[src/verilog/fus_pkg.sv]
// Constants and types shared by the fetch-unit status and pseudo register block
// Behaviour
// RQ1 - Status register readable; parity bit write-one-clears; other fields read-only.
// RQ2 - Bit 40 set for sampled branch mispredict trap, not jump/call/return/coroutine.
// RQ3 - Bit 39 set whenever the sampled instruction trapped.
// RQ4 - Bit 38 set only when a replay trap was a load-store order violation.
// RQ5 - Bits 37:34 encode trap kind; codes 1, 9, 11, 13 invalid.
// RQ6 - Fetch-translation misses, fetch violations and interrupts never reported in trap kind.
// RQ7 - Bit 33 set when sample's fetch block started a new cache fill stream.
// RQ8 - Bits 32:30 hold counter 0 overcount, 0 to 7.
// RQ9 - Fetch parity error sets bit 29, flushes cache, replays, requests interrupt.
// RQ10 - Full-flush write invalidates all blocks when next return-with-stall retires.
// RQ11 - Non-global flush write invalidates blocks whose global-match bit is clear.
// RQ12 - Map-clear write clears the rename map.
// RQ13 - Software writes map-clear only with no dependencies and nothing unretired.
// RQ14 - Sleep write lowers PLL speed and enters low-power mode.
// RQ15 - Software saves state, flushes caches and unmasks wake interrupts before sleep.
// RQ16 - Index bits 7:6 equal 01 select context; bits 4:0 are field write enables.
// RQ17 - Index bits 0..3 enable address space, trap enable, trap request, counting enable.
// RQ18 - Index bit 4 enables float enable; context read returns all fields.
// RQ19 - Float enable at context bit 2 is set on reset.
// RQ20 - Zero writes to parity bit and writes to read-only fields have no effect.
// RQ21 - Sample fields update together when a sample completes.
package fus_pkg;
  // Register indices on the processor register port (context uses its own decode)
  localparam logic [7:0] IDX_STATUS = 8'h16;
  localparam logic [7:0] IDX_FULL_FLUSH = 8'h13;
  localparam logic [7:0] IDX_NONGLOBAL_FLUSH = 8'h12;
  localparam logic [7:0] IDX_MAP_CLEAR = 8'h15;
  localparam logic [7:0] IDX_SLEEP = 8'h17;
  localparam logic [1:0] CTX_SELECT = 2'h1;
  // Status register field positions
  localparam int ST_MISPREDICT = 40;
  localparam int ST_TRAPPED = 39;
  localparam int ST_LDST_ORDER = 38;
  localparam int ST_KIND_LO = 34;
  localparam int ST_FETCH_MISS = 33;
  localparam int ST_OVER_LO = 30;
  localparam int ST_PARITY = 29;
  // Context register field positions
  localparam int CTX_ASN_LO = 39;
  localparam int CTX_ASYNC_TRAP_REQUEST_LO = 9;
  localparam int CTX_ASYNC_TRAP_ENABLE_LO = 5;
  localparam int CTX_FPE = 2;
  localparam int CTX_PROCESS_COUNT_ENABLE = 1;
  // Index bit enabling each context field
  localparam int EN_ASN = 0;
  localparam int EN_ASYNC_TRAP_ENABLE = 1;
  localparam int EN_ASYNC_TRAP_REQUEST = 2;
  localparam int EN_PROCESS_COUNT_ENABLE = 3;
  localparam int EN_FPE = 4;
  // Reset values
  localparam logic FPE_RESET = 1'b1;
  localparam logic [7:0] ASN_RESET = 8'h00;
  localparam logic [3:0] AST_RESET = 4'h0;
  // Sampled-trap report payload from the pipeline
  typedef enum logic [1:0] {
    CAUSE_OTHER,
    CAUSE_BRANCH,
    CAUSE_JUMP
  } fus_mispredict_type;
  typedef enum logic [3:0] {
    TK_REPLAY = 4'h0,
    TK_DOUBLE3 = 4'h2,
    TK_DOUBLE4 = 4'h3,
    TK_FP_OFF = 4'h4,
    TK_UNALIGNED = 4'h5,
    TK_SINGLE = 4'h6,
    TK_DFAULT = 4'h7,
    TK_ILLEGAL = 4'h8,
    TK_MCHECK = 4'hA,
    TK_ARITH = 4'hC,
    TK_FPCR = 4'hE,
    TK_RESET = 4'hF
  } fus_trap_kind_type;
  // Sequencing states for a pending full flush
  typedef enum logic {
    FL_IDLE,
    FL_ARMED
  } fus_flush_state_type;
endpackage

[src/verilog/fus_context.sv]
// Process context register with field-selective writes
`timescale 1ns/100ps
module fus_context (
  input wire logic clk,
  input wire logic resetn,
  input wire logic clkEn,
  input wire logic writeEn,
  input wire logic [4:0] fieldEn,
  input wire logic [63:0] writeData,
  output logic [63:0] readData
);
  import fus_pkg::*;
  logic [7:0] address_space_number;
  logic [3:0] astEnable;
  logic [3:0] astRequest;
  logic countEnable;
  logic floatEnable;

  // Each field loads only when its index bit is set
  // RQ16 RQ17 RQ18 RQ19 field enables
  always_ff @(posedge clk) begin
    if (!resetn) begin
      address_space_number <= ASN_RESET;
      astEnable <= AST_RESET;
      astRequest <= AST_RESET;
      countEnable <= 1'b0;
      floatEnable <= FPE_RESET;
    end else if (clkEn && writeEn) begin
      if (fieldEn[EN_ASN]) address_space_number <= writeData[CTX_ASN_LO +: 8];
      if (fieldEn[EN_ASYNC_TRAP_ENABLE]) astEnable <= writeData[CTX_ASYNC_TRAP_ENABLE_LO +: 4];
      if (fieldEn[EN_ASYNC_TRAP_REQUEST]) astRequest <= writeData[CTX_ASYNC_TRAP_REQUEST_LO +: 4];
      if (fieldEn[EN_PROCESS_COUNT_ENABLE]) countEnable <= writeData[CTX_PROCESS_COUNT_ENABLE];
      if (fieldEn[EN_FPE]) floatEnable <= writeData[CTX_FPE];
    end
  end

  // RQ18 whole read
  assign readData = {17'h00000, address_space_number, 26'h0000000, astRequest, astEnable,
                     2'h0, floatEnable, countEnable, 1'b0};

  property p_fpe_reset;
    @(posedge clk) !resetn |=> readData[CTX_FPE];
  endproperty
  a_fpe_reset: assert property (p_fpe_reset) else $error("float enable not set by reset"); // RQ19
  property p_masked_hold;
    @(posedge clk) disable iff (!resetn)
      (clkEn && writeEn && !fieldEn[EN_ASN]) |=> $stable(readData[CTX_ASN_LO +: 8]);
  endproperty
  a_masked_hold: assert property (p_masked_hold) else $error("unselected field changed"); // RQ16
  property p_asn_load;
    @(posedge clk) disable iff (!resetn)
      (clkEn && writeEn && fieldEn[EN_ASN])
      |=> readData[CTX_ASN_LO +: 8] == $past(writeData[CTX_ASN_LO +: 8]);
  endproperty
  a_asn_load: assert property (p_asn_load) else $error("address space field not loaded"); // RQ17
  property p_fpe_load;
    @(posedge clk) disable iff (!resetn)
      (clkEn && writeEn && fieldEn[EN_FPE]) |=> readData[CTX_FPE] == $past(writeData[CTX_FPE]);
  endproperty
  a_fpe_load: assert property (p_fpe_load) else $error("float enable not loaded"); // RQ18
  c_multi_field: cover property (@(posedge clk) clkEn && writeEn && (&fieldEn));
endmodule

[src/verilog/fus_regs.sv]
// Fetch-unit status register, pseudo registers and context write decode
`timescale 1ns/100ps
module fus_regs (
  input wire logic clk,
  input wire logic resetn,
  input wire logic clkEn,
  // Move-to / move-from processor register port
  input wire logic moveToProcReg,
  input wire logic moveFromProcReg,
  input wire logic [7:0] regIndex,
  input wire logic [63:0] writeData,
  output logic [63:0] readData,
  // Sample completion report
  input wire logic sampleDone,
  input wire logic sampleTrapped,
  input wire fus_pkg::fus_mispredict_type sampleCause,
  input wire logic sampleReplayLdStOrder,
  input wire logic [3:0] sampleTrapKind,
  input wire logic sampleFetchMiss,
  input wire logic [2:0] sampleOvercount,
  // Fetch parity detection and its consequences
  input wire logic fetchParityError,
  output logic icacheParityFlush,
  output logic replayTrap,
  output logic correctableReadIrq,
  // Pseudo register effects
  input wire logic firmwareReturnStall,
  output logic icacheFullFlush,
  output logic icacheNonglobalFlush,
  output logic renameMapClear,
  output logic sleepRequest,
  output logic pllSlow,
  input wire logic wakeUp
);
  import fus_pkg::*;

  logic mispredict;
  logic trapped;
  logic ldStOrder;
  logic [3:0] trapKind;
  logic fetchMiss;
  logic [2:0] overcount;
  logic parity;
  fus_flush_state_type flushState;
  logic lowPower;

  // Register decode
  wire ctxHit = regIndex[7:6] == CTX_SELECT;
  wire statusHit = regIndex == IDX_STATUS;
  wire wrStatus = moveToProcReg && statusHit;
  wire wrFull = moveToProcReg && regIndex == IDX_FULL_FLUSH;
  wire wrNonglobal = moveToProcReg && regIndex == IDX_NONGLOBAL_FLUSH;
  wire wrMapClear = moveToProcReg && regIndex == IDX_MAP_CLEAR;
  wire wrSleep = moveToProcReg && regIndex == IDX_SLEEP;
  wire [63:0] ctxData;

  // Trap kind is only meaningful for valid codes; invalid codes collapse to replay
  function automatic logic [3:0] legalKind(input logic [3:0] k);
    unique case (k)
      4'h1, 4'h9, 4'hB, 4'hD: legalKind = TK_REPLAY;
      default: legalKind = k;
    endcase
  endfunction

  // Derived sample fields, qualified by the trap bit
  // RQ2 branch only
  wire next_mispredict = sampleTrapped && sampleCause == CAUSE_BRANCH;
  // RQ4 order violation only for replay traps
  wire next_ldStOrder = sampleTrapped && sampleTrapKind == TK_REPLAY && sampleReplayLdStOrder;
  // RQ5 RQ6 pipeline-redirect traps arrive untrapped so kind stays clear
  wire [3:0] next_trapKind = sampleTrapped ? legalKind(sampleTrapKind) : 4'h0;
  // RQ1 RQ9 RQ20 set beats a one-write clear, zero writes ignored
  wire next_parity = fetchParityError || (parity && !(wrStatus && writeData[ST_PARITY]));

  // RQ21 sample fields captured together
  // RQ3 RQ7 RQ8 trap, fill and overcount fields
  always_ff @(posedge clk) begin
    if (!resetn) begin
      mispredict <= 1'b0;
      trapped <= 1'b0;
      ldStOrder <= 1'b0;
      trapKind <= 4'h0;
      fetchMiss <= 1'b0;
      overcount <= 3'h0;
    end else if (clkEn && sampleDone) begin
      mispredict <= next_mispredict;
      trapped <= sampleTrapped;
      ldStOrder <= next_ldStOrder;
      trapKind <= next_trapKind;
      fetchMiss <= sampleFetchMiss;
      overcount <= sampleOvercount;
    end
  end

  // Parity flag
  always_ff @(posedge clk) begin
    if (!resetn) parity <= 1'b0;
    else if (clkEn) parity <= next_parity;
  end

  // RQ9 parity consequences as one-cycle pulses
  always_ff @(posedge clk) begin
    if (!resetn) begin
      icacheParityFlush <= 1'b0;
      replayTrap <= 1'b0;
      correctableReadIrq <= 1'b0;
    end else if (clkEn) begin
      icacheParityFlush <= fetchParityError;
      replayTrap <= fetchParityError;
      correctableReadIrq <= fetchParityError;
    end
  end

  // RQ10 full flush waits for a return-with-stall retire
  always_ff @(posedge clk) begin
    if (!resetn) begin
      flushState <= FL_IDLE;
      icacheFullFlush <= 1'b0;
    end else if (clkEn) begin
      icacheFullFlush <= 1'b0;
      unique case (flushState)
        FL_IDLE: if (wrFull) flushState <= FL_ARMED;
        FL_ARMED: if (firmwareReturnStall) begin
          icacheFullFlush <= 1'b1;
          flushState <= FL_IDLE;
        end
      endcase
    end
  end

  // RQ11 RQ12 RQ14 immediate pseudo register strobes and sleep state
  always_ff @(posedge clk) begin
    if (!resetn) begin
      icacheNonglobalFlush <= 1'b0;
      renameMapClear <= 1'b0;
      sleepRequest <= 1'b0;
      lowPower <= 1'b0;
    end else if (clkEn) begin
      icacheNonglobalFlush <= wrNonglobal;
      renameMapClear <= wrMapClear;
      sleepRequest <= wrSleep;
      if (wrSleep) lowPower <= 1'b1;
      else if (wakeUp) lowPower <= 1'b0;
    end
  end
  assign pllSlow = lowPower;

  // RQ16 context decode
  fus_context uContext (
    .clk(clk),
    .resetn(resetn),
    .clkEn(clkEn),
    .writeEn(moveToProcReg && ctxHit),
    .fieldEn(regIndex[4:0]),
    .writeData(writeData),
    .readData(ctxData)
  );

  // RQ1 RQ20 read mux, reserved bits zero
  wire [63:0] statusWord = {23'h000000, mispredict, trapped, ldStOrder, trapKind,
                            fetchMiss, overcount, parity, 29'h00000000};
  assign readData = !moveFromProcReg ? 64'h0 : statusHit ? statusWord
                  : ctxHit ? ctxData : 64'h0;

  property p_parity_set;
    @(posedge clk) disable iff (!resetn) (clkEn && fetchParityError) |=> parity;
  endproperty
  a_parity_set: assert property (p_parity_set) else $error("parity flag not set"); // RQ9
  property p_parity_zero_write;
    @(posedge clk) disable iff (!resetn)
      (clkEn && parity && !(wrStatus && writeData[ST_PARITY])) |=> parity;
  endproperty
  a_parity_zero_write: assert property (p_parity_zero_write) else $error("parity lost"); // RQ20
  property p_parity_clear;
    @(posedge clk) disable iff (!resetn)
      (clkEn && wrStatus && writeData[ST_PARITY] && !fetchParityError) |=> !parity;
  endproperty
  a_parity_clear: assert property (p_parity_clear) else $error("parity not cleared"); // RQ1
  property p_mis_branch;
    @(posedge clk) disable iff (!resetn)
      (clkEn && sampleDone && sampleCause == CAUSE_JUMP) |=> !mispredict;
  endproperty
  a_mis_branch: assert property (p_mis_branch) else $error("jump set mispredict"); // RQ2
  property p_trap_qualifies;
    @(posedge clk) disable iff (!resetn) (mispredict || ldStOrder) |-> trapped;
  endproperty
  a_trap_qualifies: assert property (p_trap_qualifies) else $error("unqualified field"); // RQ3
  property p_kind_valid;
    @(posedge clk) disable iff (!resetn)
      !(trapKind inside {4'h1, 4'h9, 4'hB, 4'hD});
  endproperty
  a_kind_valid: assert property (p_kind_valid) else $error("invalid trap kind"); // RQ5
  property p_flush_waits;
    @(posedge clk) disable iff (!resetn)
      (clkEn && wrFull && !firmwareReturnStall) |=> !icacheFullFlush;
  endproperty
  a_flush_waits: assert property (p_flush_waits) else $error("flush before stall retire"); // RQ10
  property p_map_clear;
    @(posedge clk) disable iff (!resetn) (clkEn && wrMapClear) |=> renameMapClear;
  endproperty
  a_map_clear: assert property (p_map_clear) else $error("map clear missed"); // RQ12
  property p_sleep;
    @(posedge clk) disable iff (!resetn) (clkEn && wrSleep) |=> (pllSlow && sleepRequest);
  endproperty
  a_sleep: assert property (p_sleep) else $error("sleep not entered"); // RQ14
  property p_overcount;
    @(posedge clk) disable iff (!resetn)
      (clkEn && sampleDone) |=> overcount == $past(sampleOvercount);
  endproperty
  a_overcount: assert property (p_overcount) else $error("overcount not captured"); // RQ8
  property p_parity_pulses;
    @(posedge clk) disable iff (!resetn)
      (clkEn && fetchParityError) |=> (icacheParityFlush && replayTrap && correctableReadIrq);
  endproperty
  a_parity_pulses: assert property (p_parity_pulses) else $error("parity pulses missed"); // RQ9
  property p_ldst_replay;
    @(posedge clk) disable iff (!resetn) ldStOrder |-> trapKind == TK_REPLAY;
  endproperty
  a_ldst_replay: assert property (p_ldst_replay) else $error("order bit off replay"); // RQ4
  property p_untrapped_kind;
    @(posedge clk) disable iff (!resetn) !trapped |-> trapKind == 4'h0;
  endproperty
  a_untrapped_kind: assert property (p_untrapped_kind) else $error("kind without trap"); // RQ6
  property p_flush_fires;
    @(posedge clk) disable iff (!resetn)
      (clkEn && flushState == FL_ARMED && firmwareReturnStall) |=> icacheFullFlush;
  endproperty
  a_flush_fires: assert property (p_flush_fires) else $error("armed flush not issued"); // RQ10
  property p_nonglobal;
    @(posedge clk) disable iff (!resetn) (clkEn && wrNonglobal) |=> icacheNonglobalFlush;
  endproperty
  a_nonglobal: assert property (p_nonglobal) else $error("non-global flush missed"); // RQ11
  c_parity: cover property (@(posedge clk) fetchParityError && clkEn);
  c_flush: cover property (@(posedge clk) icacheFullFlush);
  c_trap: cover property (@(posedge clk) trapped && ldStOrder);
endmodule
[config.mk]
export PLATFORM = sky130hd
export DESIGN_NAME = fus_regs
export DESIGN_NICKNAME = d
export VERILOG_FILES = /design/src/verilog/fus_pkg.sv /design/src/verilog/fus_context.sv /design/src/verilog/fus_regs.sv
export SDC_FILE = /design/constraint.sdc
export NUM_CORES = 1
export LEC_CHECK = 0
export BUFFER_PORTS_ARGS = -buffer_cell sky130_fd_sc_hd__buf_2
export CORE_MARGIN = 10
export CORE_UTILIZATION = 43
export CTS_CLUSTER_DIAMETER = 150
export DETAILED_ROUTE_END_ITERATION = 10
export HOLD_SLACK_MARGIN = 0.08
export PLACE_DENSITY = 0.95
export SLEW_MARGIN = 20
export SYNTH_ARGS = -nofsm -noshare
export SYNTH_HDL_FRONTEND = slang
export SYNTH_SLANG_ARGS = --single-unit
[constraint.sdc]
create_clock -name clk -period 1.95 [get_ports clk]
set_input_delay 0.0975 -clock clk [delete_from_list [all_inputs] [get_ports clk]]
set_output_delay 0.0975 -clock clk [all_outputs]
set_load 0.01 [all_outputs]
**Yosys cells after proc, flatten, opt, wreduce, memory -nomap -nowiden**

Cells that the tools add are included.

- Register bits after elaboration: 37
- Latch bits: 0
- Bits in writable memories: 0
- ROM bits: 0
- Input port bits: 93
- Output and inout port bits: 72
- Logic and storage cells: 67
- Memories: 0

- $add $sub $neg: 0
- Multiply operators: 0
- Divide/modulo/power cells: 0
- $lt $le $gt $ge: 0
- Eq/ne operators: 11
- Shift-type cells: 0
- Multiplexer cells: 12
- Bitwise logic cells: 1
- Reduce and logical (&&, ||, !) cells: 24

Operators with widths:

| operator | count |
|---|---|
| $mux 47 | 3 |
| $eq 8x5->1 const B | 5 |
| $logic_and 1x1->1 | 13 |
| $eq 4x4->1 const B | 3 |
| $reduce_and 2->1 | 6 |
| $mux 4 | 2 |
| $mux 1 | 6 |
| $eq 2x1->1 const B | 2 |
| $eq 4x1->1 const B | 1 |
| $logic_not 4->1 | 1 |
| $reduce_or 4->1 | 1 |
| $pmux 1 s2 | 1 |
| $reduce_bool 2->1 | 1 |
| $logic_not 1->1 | 1 |
| $logic_or 1x1->1 | 1 |
| $not 1->1 | 1 |

**Depth between registers and ports, before layout**

Gate-level depths: netlist (run 1).

- Depth in word-level cells: 6
- Mapped depth: 5
- Mapped depth without buffers: 3

**Cells and area by module**

Synthesis (run 1) repeated with hierarchy kept, for this count alone.

- Cells, all modules: 307
- Area total of the unflattened synthesis: 2491.1 µm²

By module, submodules not included:

| module | instances | cells each | area each (µm²) | sequential area each (µm²) |
|---|---|---|---|---|
| fus_regs | 1 | 175 | 1367.6 | 380.4 |
| fus_context | 1 | 132 | 1123.6 | 360.3 |

**Worst setup path after synthesis (run 1)**

Ideal clock, no wire load.

- Path type: input -> output
- From: in regIndex[5]
- To: out readData[29]
- Data arrival time: 1.328 ns
- Required time: 1.852 ns
- Setup slack: 0.524 ns
- Stages on the path: 5
- Buffers on the path: 2
- Cell sequence: or4b_1 buf_2 nor4_4 buf_6 and2_1

- Longest elaborated chain between the ends: 3

Ends and longest elaborated chain:

| what | line | text |
|---|---|---|
| start, declared | fus_regs.sv:10 | `input wire logic [7:0] regIndex,` |
| $eq 8x5->1 | fus_regs.sv:49 | `wire statusHit = regIndex == IDX_STATUS;` |
| $mux 47 (2 in a row) | fus_regs.sv:162 | `assign readData = !moveFromProcReg ? 64'h0 : statusHit ? statusWord` |
| end, declared | fus_regs.sv:12 | `output logic [63:0] readData,` |

No other way between the ends.

**Worst setup path after layout (run 1)**

- From: in regIndex[7]
- To: out readData[36]

Same word-level chain as after synthesis.

==> flow_summary_export.csv, run 1 <==
group,metric,value,unit
outcome,result_of_the_run,"finished, final reports clean",
drt,vias,1929,
synthesis,syn_area,2090,um2
clock_tree,max-clock-path-buffers,2,
synthesis,post_synth_most_frequent_cells,"38 x sky130_fd_sc_hd__buf_4, 37 x sky130_fd_sc_hd__dfxtp_1, 30 x sky130_fd_sc_hd__a21boi_0",
setup_path,timing.rr.start,"renameMapClear$_SDFFE_PN0P_",
sta,final.min_clock_period,1.75,ns
synthesis,syn-mean-instance-area,8.29,um2
setup_path,crit_fanout,10,
sta,timing.hold.ws,0.0888,ns
global_route,vias_in_the_first_global_route,1863,
drt,remaining_drc_errors,0,
placed_design,hpwlAfterDp,4.43,mm
flow_run,timing.max_cap.violations,0,
synthesis,synthMostInstantiatedCell,"sky130_fd_sc_hd__buf_4",
final_layout,finalNetCount,440,
drt,final_antenna_net_count,0,
global_route,antenna_found_initial,0,
pwr,netSwitchingFraction,25.8,%
synthesis,synth_cells,252,
synthesis,synth_async_sr_flop_share,0,%
final_layout,multi_input_comb_area,1110,um2
clock_tree,cts_resized,0,
final_layout,num_antenna_cells,0,
sta,timing_hold_violations_final,0,
sta,setup_total_negative_slack,0,ns
global_route,wire_length_of_the_first_global_routing_pass,8.85,mm
global_route,maximum_number_of_pins_on_one_net_before_global_route_repair,38,
drt,drt_pre_antenna_iters,4,
setup_path,worst_ep_arrival_time,1.65,ns
hold_path,hold_path_class,"input port to register",
synthesis,ys.warnings.count,0,
sta,layout_worst_path_cycle_share,89.5,%
global_route,groute.usage.overall,14.2,%
synthesis,synth_top_cells_by_area,"sky130_fd_sc_hd__dfxtp_1 35%, sky130_fd_sc_hd__buf_4 14%, sky130_fd_sc_hd__a21boi_0 11%",
setup_path,worstSetupPathDepth,6,
final_layout,area.growth.synth_to_final,28.0,%
synthesis,synth-edff-count,0,
pwr,sequentialPowerShare,50.4,%
pwr,p_int,1.14,mW
final_layout,final_layout_size_suffix_gt1_share,27.1,%
pwr,peakVddDrop,302,uV
setup_path,timing.critical_path.to_type,"primary output",
sta,fmax,0.573,GHz
synthesis,ys_ff_latch,37,
sta,finClkSkew,0.0000353,ns
drt,drtIter0Drc,85,
setup_path,ws_path_type,"input port to primary output",
synthesis,synthDistinctLibCells,34,
floorplanning,die_h,89.7,um
synthesis,yosys.area.top_type_share,35.5,%
clock_tree,clock_tree_from_tritoncts,"built",
clock_tree,number_of_buffers_created_by_cts,5,
clock_tree,cts_sinks,37,
setup_path,setup.reg_to_reg.worst_slack,1.24,ns
placed_design,port_buffers,83,
setup_path,max_stage_delay,0.65,ns
clock_tree,post-cts-setup-buffer-count,0,
sta,slew_headroom,61.1,%
drt,finalWirelength,6.03,mm
floorplanning,floorplan.io_pins,165,
floorplanning,die_ar,8040,um2
pwr,power_per_cell_area,576,nW/um2
setup_path,critical-path-top-delay-family,"simple AND/OR/NAND/NOR gates",
setup_path,critical_path.startpoint_type,"input port",
floorplanning,initial_core_util,44.2,%
pwr,net-switching-power,0.398,mW
clock_tree,clk_pin_slew_worst_paths,0.07,ns
setup_path,setup.worst_path.end,"readData[36]",
sta,worstMarginPinSlew,0.583,ns
final_layout,layout_filler_cell_count,434,
pwr,p_leak,1.24,nW
setup_path,timing.critical_path.cells,"buf_2 -> or4b_1 -> nor4_4 -> buf_4 -> and2_1 -> buf_2",
clock_tree,clock_insertion_delay_worst_skew,0.28,ns
setup_path,worst_r2r_path_depth,2,
synthesis,post-synth-top-area-cell,"sky130_fd_sc_hd__dfxtp_1",
setup_path,rr_endpoint,"renameMapClear$_SDFFE_PN0P_",
synthesis,synth_top_flop_cell,"sky130_fd_sc_hd__dfxtp_1",
drt,routed_wire_length_per_instance,14.6,um
setup_path,critPathMostFrequentCell,"sky130_fd_sc_hd__buf_2",
clock_tree,cts.htree.levels,2,
clock_tree,cts-root-buf,"sky130_fd_sc_hd__clkbuf_8",
final_layout,layout.area.seq,741,um2
floorplanning,die-width,89.7,um
pwr,p_clk_share,35.3,%
drt,via_per_inst,4.66,
floorplanning,floorplan.rows,25,
setup_path,path_buf_inv,3,
sta,rsz0062_at_grt,"false",
setup_path,timing.critical_path.required,1.85,ns
synthesis,synth_seq_area_share,35.5,%
pwr,combinationalPowerShare,14.3,%
clock_tree,cts_hold_buffers,19,
global_route,total_overflow_reported_by_the_global_router,0,
setup_path,cpMaxStageDelayCell,"sky130_fd_sc_hd__or4b_1",
sta,final_report_max_slew_violation_count,0,
sta,finalSetupViolCount,0,
setup_path,critPathLaunch,"regIndex[7]",
floorplanning,core_area,4720,um2
placed_design,finalWeightedCongestion,0.801,
==> through the flow <==
stage	area, um2	setup slack, ns	utilization, %	std cells	power (mW)
final	2670	0.204	56.6	414	1.54
after detailed placement	2400	0.199	50.8	388	0.980
after global placement	2400	0.216	50.8	388	0.974
after floorplan	2220	0.525	-	287	0.954
after global routing	2670	0.105	56.6	414	1.61
after CTS	2670	0.198	56.6	414	1.55
==> registers in the layout, indices dropped and copies added, names as in the netlist, 3 cells and up <==
signal	cells
trapKind	4
overcount	3
uContext.address_space_number	8
uContext.astEnable	4
uContext.astRequest	4
==> worst min path at each step <==
stage,endpoint,startpoint,cells after the start,slack [ns]
finish,uContext.astEnable[0]$_SDFFE_PN0P_,writeData[5],3,0.09
global route,uContext.astEnable[3]$_SDFFE_PN0P_,writeData[8],3,0.10
CTS,uContext.astRequest[3]$_SDFFE_PN0P_,writeData[12],3,0.08
detailed placement,fetchMiss$_SDFFE_PN0P_,sampleFetchMiss,3,0.36
global placement,overcount[2]$_SDFFE_PN0P_,sampleOvercount[2],3,0.35
floorplan,overcount[0]$_SDFFE_PN0P_,sampleOvercount[0],2,0.24
==> layer usage <==
metal | track usage (%) | wire, um
met1 | 14.6 | 2240
met2 | 26.0 | 3120
met3 | 5.69 | 610
met4 | 3.90 | 57
met5 | 0 | 0
==> layout make-up <==
class	instances	area share [%]
timing repair buffer	106	23.8
sequential	37	27.7
inverter	5	0.702
clock buffer	7	3.23
tap	67	3.14
multi-input combinational	192	41.5
==> cells by family after synthesis <==
family / synth area share (%)
buffers and inverters: 17.7
AOI/OAI and AO/OA: 20.4
DFF: 35.5
and+or+nand+nor: 25.8
other: 0.180
muxes: 0.479
==> placed cells by master, fill, tap and decap left out, drive strengths merged <==
cell type,instances
nand3,19
a211o,2
inv,5
a21boi,30
nor3b,2
nor2b,4
dlygate4sd3,19
nand4,1
o211a,1
o2111ai,2
mux2i,1
o21bai,1
clkbuf,7
a21oi,2
nand2,22
nand2b,3
buf,87
o21a,4
a22o,2
or4b,1
o21ai,18
nor4b,1
nand3b,1
and2,27
conb,36
nor4,5
dfxtp,37
nor3,1
and4b,1
nor2,1
nand4b,4
==> power groups by stage <==
stage	combinational, mW	sequential (mW)	clock (mW)
floorplan	0.161	0.793	0
global placement	0.181	0.793	0
detailed placement	0.186	0.794	0
CTS	0.216	0.776	0.562
global route	0.245	0.778	0.589
finish	0.221	0.776	0.544
==> tightest hold or removal path, cell delays in order <==
cell	delay, ns
sky130_fd_sc_hd__buf_2	0.10
sky130_fd_sc_hd__nand3_1	0.05
sky130_fd_sc_hd__a21boi_0	0.08
Note: power is estimated with default switching activity, not from simulation.
==> inputs of run 2 (changes only) <==
Settings changed: BUFFER_PORTS_ARGS -buffer_cell sky130_fd_sc_hd__buf_2 to -buffer_cell sky130_fd_sc_hd__buf_4.
==> flow_summary_export.csv, run 2 (same netlist as run 1, synthesis figures left out) <==
group,metric,value,unit
clock_tree,cts-root-buf,"sky130_fd_sc_hd__clkbuf_8",
sta,final_report_max_slew_violation_count,0,
clock_tree,clk_pin_slew_worst_paths,0.07,ns
sta,finClkSkew,0.0000874,ns
clock_tree,clock_tree_from_tritoncts,"built",
global_route,wire_length_of_the_first_global_routing_pass,8.82,mm
setup_path,setup.reg_to_reg.worst_slack,1.24,ns
drt,finalWirelength,5.87,mm
final_layout,final_core_utilization,58.6,%
final_layout,layout_commonest_cell,"sky130_fd_sc_hd__buf_4",
clock_tree,number_of_buffers_created_by_cts,5,
hold_path,hold_path_class,"input port to register",
setup_path,timing.critical_path.required,1.85,ns
sta,worstMarginPinSlew,0.940,ns
clock_tree,post-cts-setup-buffer-count,0,
drt,routed_wire_length_per_instance,14.5,um
clock_tree,cts.htree.levels,2,
pwr,net-switching-power,0.390,mW
drt,final_antenna_net_count,0,
final_layout,largest-register,"uContext.address_space_number",
final_layout,num_antenna_cells,0,
final_layout,final_layout_size_suffix_gt1_share,27.0,%
global_route,total_overflow_reported_by_the_global_router,0,
clock_tree,max-clock-path-buffers,2,
floorplanning,die-width,89.7,um
floorplanning,die_h,89.7,um
drt,drt_pre_antenna_iters,4,
pwr,peakVddDrop,289,uV
sta,finalSetupViolCount,0,
sta,slew_headroom,37.1,%
drt,drtIter0Drc,52,
floorplanning,initial_core_util,44.2,%
setup_path,worst_ep_arrival_time,1.62,ns
clock_tree,cts_sinks,37,
setup_path,crit_fanout,10,
final_layout,layoutNonFillerInstCount,404,
clock_tree,cts_hold_buffers,9,
final_layout,finalNetCount,429,
sta,layout_worst_path_cycle_share,88.3,%
placed_design,finalWeightedCongestion,0.777,
pwr,combinationalPowerShare,15.3,%
setup_path,ws_path_type,"input port to primary output",
floorplanning,die_ar,8040,um2
placed_design,port_buffers,83,
pwr,netSwitchingFraction,25.6,%
final_layout,area.growth.synth_to_final,32.7,%
sta,fmax,0.581,GHz
pwr,p_int,1.13,mW
clock_tree,cts_resized,0,
sta,setup_total_negative_slack,0,ns
sta,rsz0062_at_grt,"false",
final_layout,largest_register_ff_count,8,
final_layout,finish.instance_area,2770,um2
global_route,maximum_number_of_pins_on_one_net_before_global_route_repair,38,
global_route,vias_in_the_first_global_route,1858,
outcome,result_of_the_run,"finished, final reports clean",
global_route,grt.met1_usage,14.6,%
clock_tree,clock_insertion_delay_worst_skew,0.28,ns
pwr,power_per_cell_area,550,nW/um2
sta,timing_hold_violations_final,0,
floorplanning,floorplan.rows,25,
drt,remaining_drc_errors,0,
placed_design,place.detailed.instances,386,
floorplanning,core_area,4720,um2
global_route,gr-usage-met2,24.3,%
global_route,groute.layer.met3.usage,5.51,%
pwr,sequentialPowerShare,51.0,%
setup_path,critical_path.startpoint_type,"input port",
sta,final.min_clock_period,1.72,ns
pwr,p_clk_share,33.7,%
setup_path,timing.critical_path.to_type,"primary output",
placed_design,hpwlAfterDp,4.53,mm
global_route,antenna_found_initial,0,
flow_run,timing.max_cap.violations,0,
drt,vias,1901,
pwr,p_leak,1.22,nW
final_layout,mostFrequentLayoutCells,"85 x sky130_fd_sc_hd__buf_4, 37 x sky130_fd_sc_hd__dfxtp_1, 36 x sky130_fd_sc_hd__conb_1",
pwr,total_power,1.52,mW
drt,via_per_inst,4.71,
placed_design,placedInstanceArea,2590,um2
floorplanning,floorplan.io_pins,165,
global_route,groute.usage.overall,13.7,%
global_route,top_usage_layer,"met2",
## run 2: power by group through the flow
| stage | Combinational [mW] | Sequential, mW | Clock, mW |
|---|---|---|---|
| global placement | 0.208 | 0.793 | 0 |
| detailed placement | 0.212 | 0.794 | 0 |
| floorplan | 0.161 | 0.793 | 0 |
| CTS | 0.228 | 0.776 | 0.534 |
| finish | 0.233 | 0.776 | 0.513 |
| global route | 0.257 | 0.778 | 0.564 |
## run 2: worst paths after layout
| kind | start | to | depth (start not counted) |
|---|---|---|---|
| setup / recovery | regIndex[5] | readData[30] | 6 |
| hold / removal | writeData[2] | uContext.floatEnable$_SDFFE_PN1P_ | 3 |
| setup reg to reg | renameMapClear$_SDFFE_PN0P_ | renameMapClear$_SDFFE_PN0P_ | 2 |
| hold reg to reg | trapKind[0]$_SDFFE_PN0P_ | trapKind[0]$_SDFFE_PN0P_ | 2 |
## run 2: per-stage QoR
| step | hold slack, ns | worst slack (ns) |
|---|---|---|
| after floorplan | 0.242 | 0.525 |
| after global placement | 0.363 | 0.219 |
| after detailed placement | 0.371 | 0.201 |
| after CTS | 0.0812 | 0.201 |
| after global routing | 0.0844 | 0.119 |
| final | 0.0869 | 0.228 |
## run 2: worst max-delay path, cell delays in order
cell and delay [ns]:
sky130_fd_sc_hd__buf_4 0.10, sky130_fd_sc_hd__or4b_1 0.66, sky130_fd_sc_hd__nor4_4 0.31, sky130_fd_sc_hd__buf_4 0.21, sky130_fd_sc_hd__and2_1 0.13, sky130_fd_sc_hd__buf_4 0.12
## run 2: cell type report
class	instances	area, um2
clock buffers	8	80.1
fillers	436	1950
inverters	5	18.8
multi-input cells	192	1110
flip-flops and latches	37	741
well taps	67	83.8
repair buffers	95	738
## run 2: routing by layer
layer / up-vias / part of all wire (%)
met4: 0 / 1.0
met5: - / 0
met3: 6 / 10
met2: 71 / 52
met1: 870 / 36
li1: 954 / -
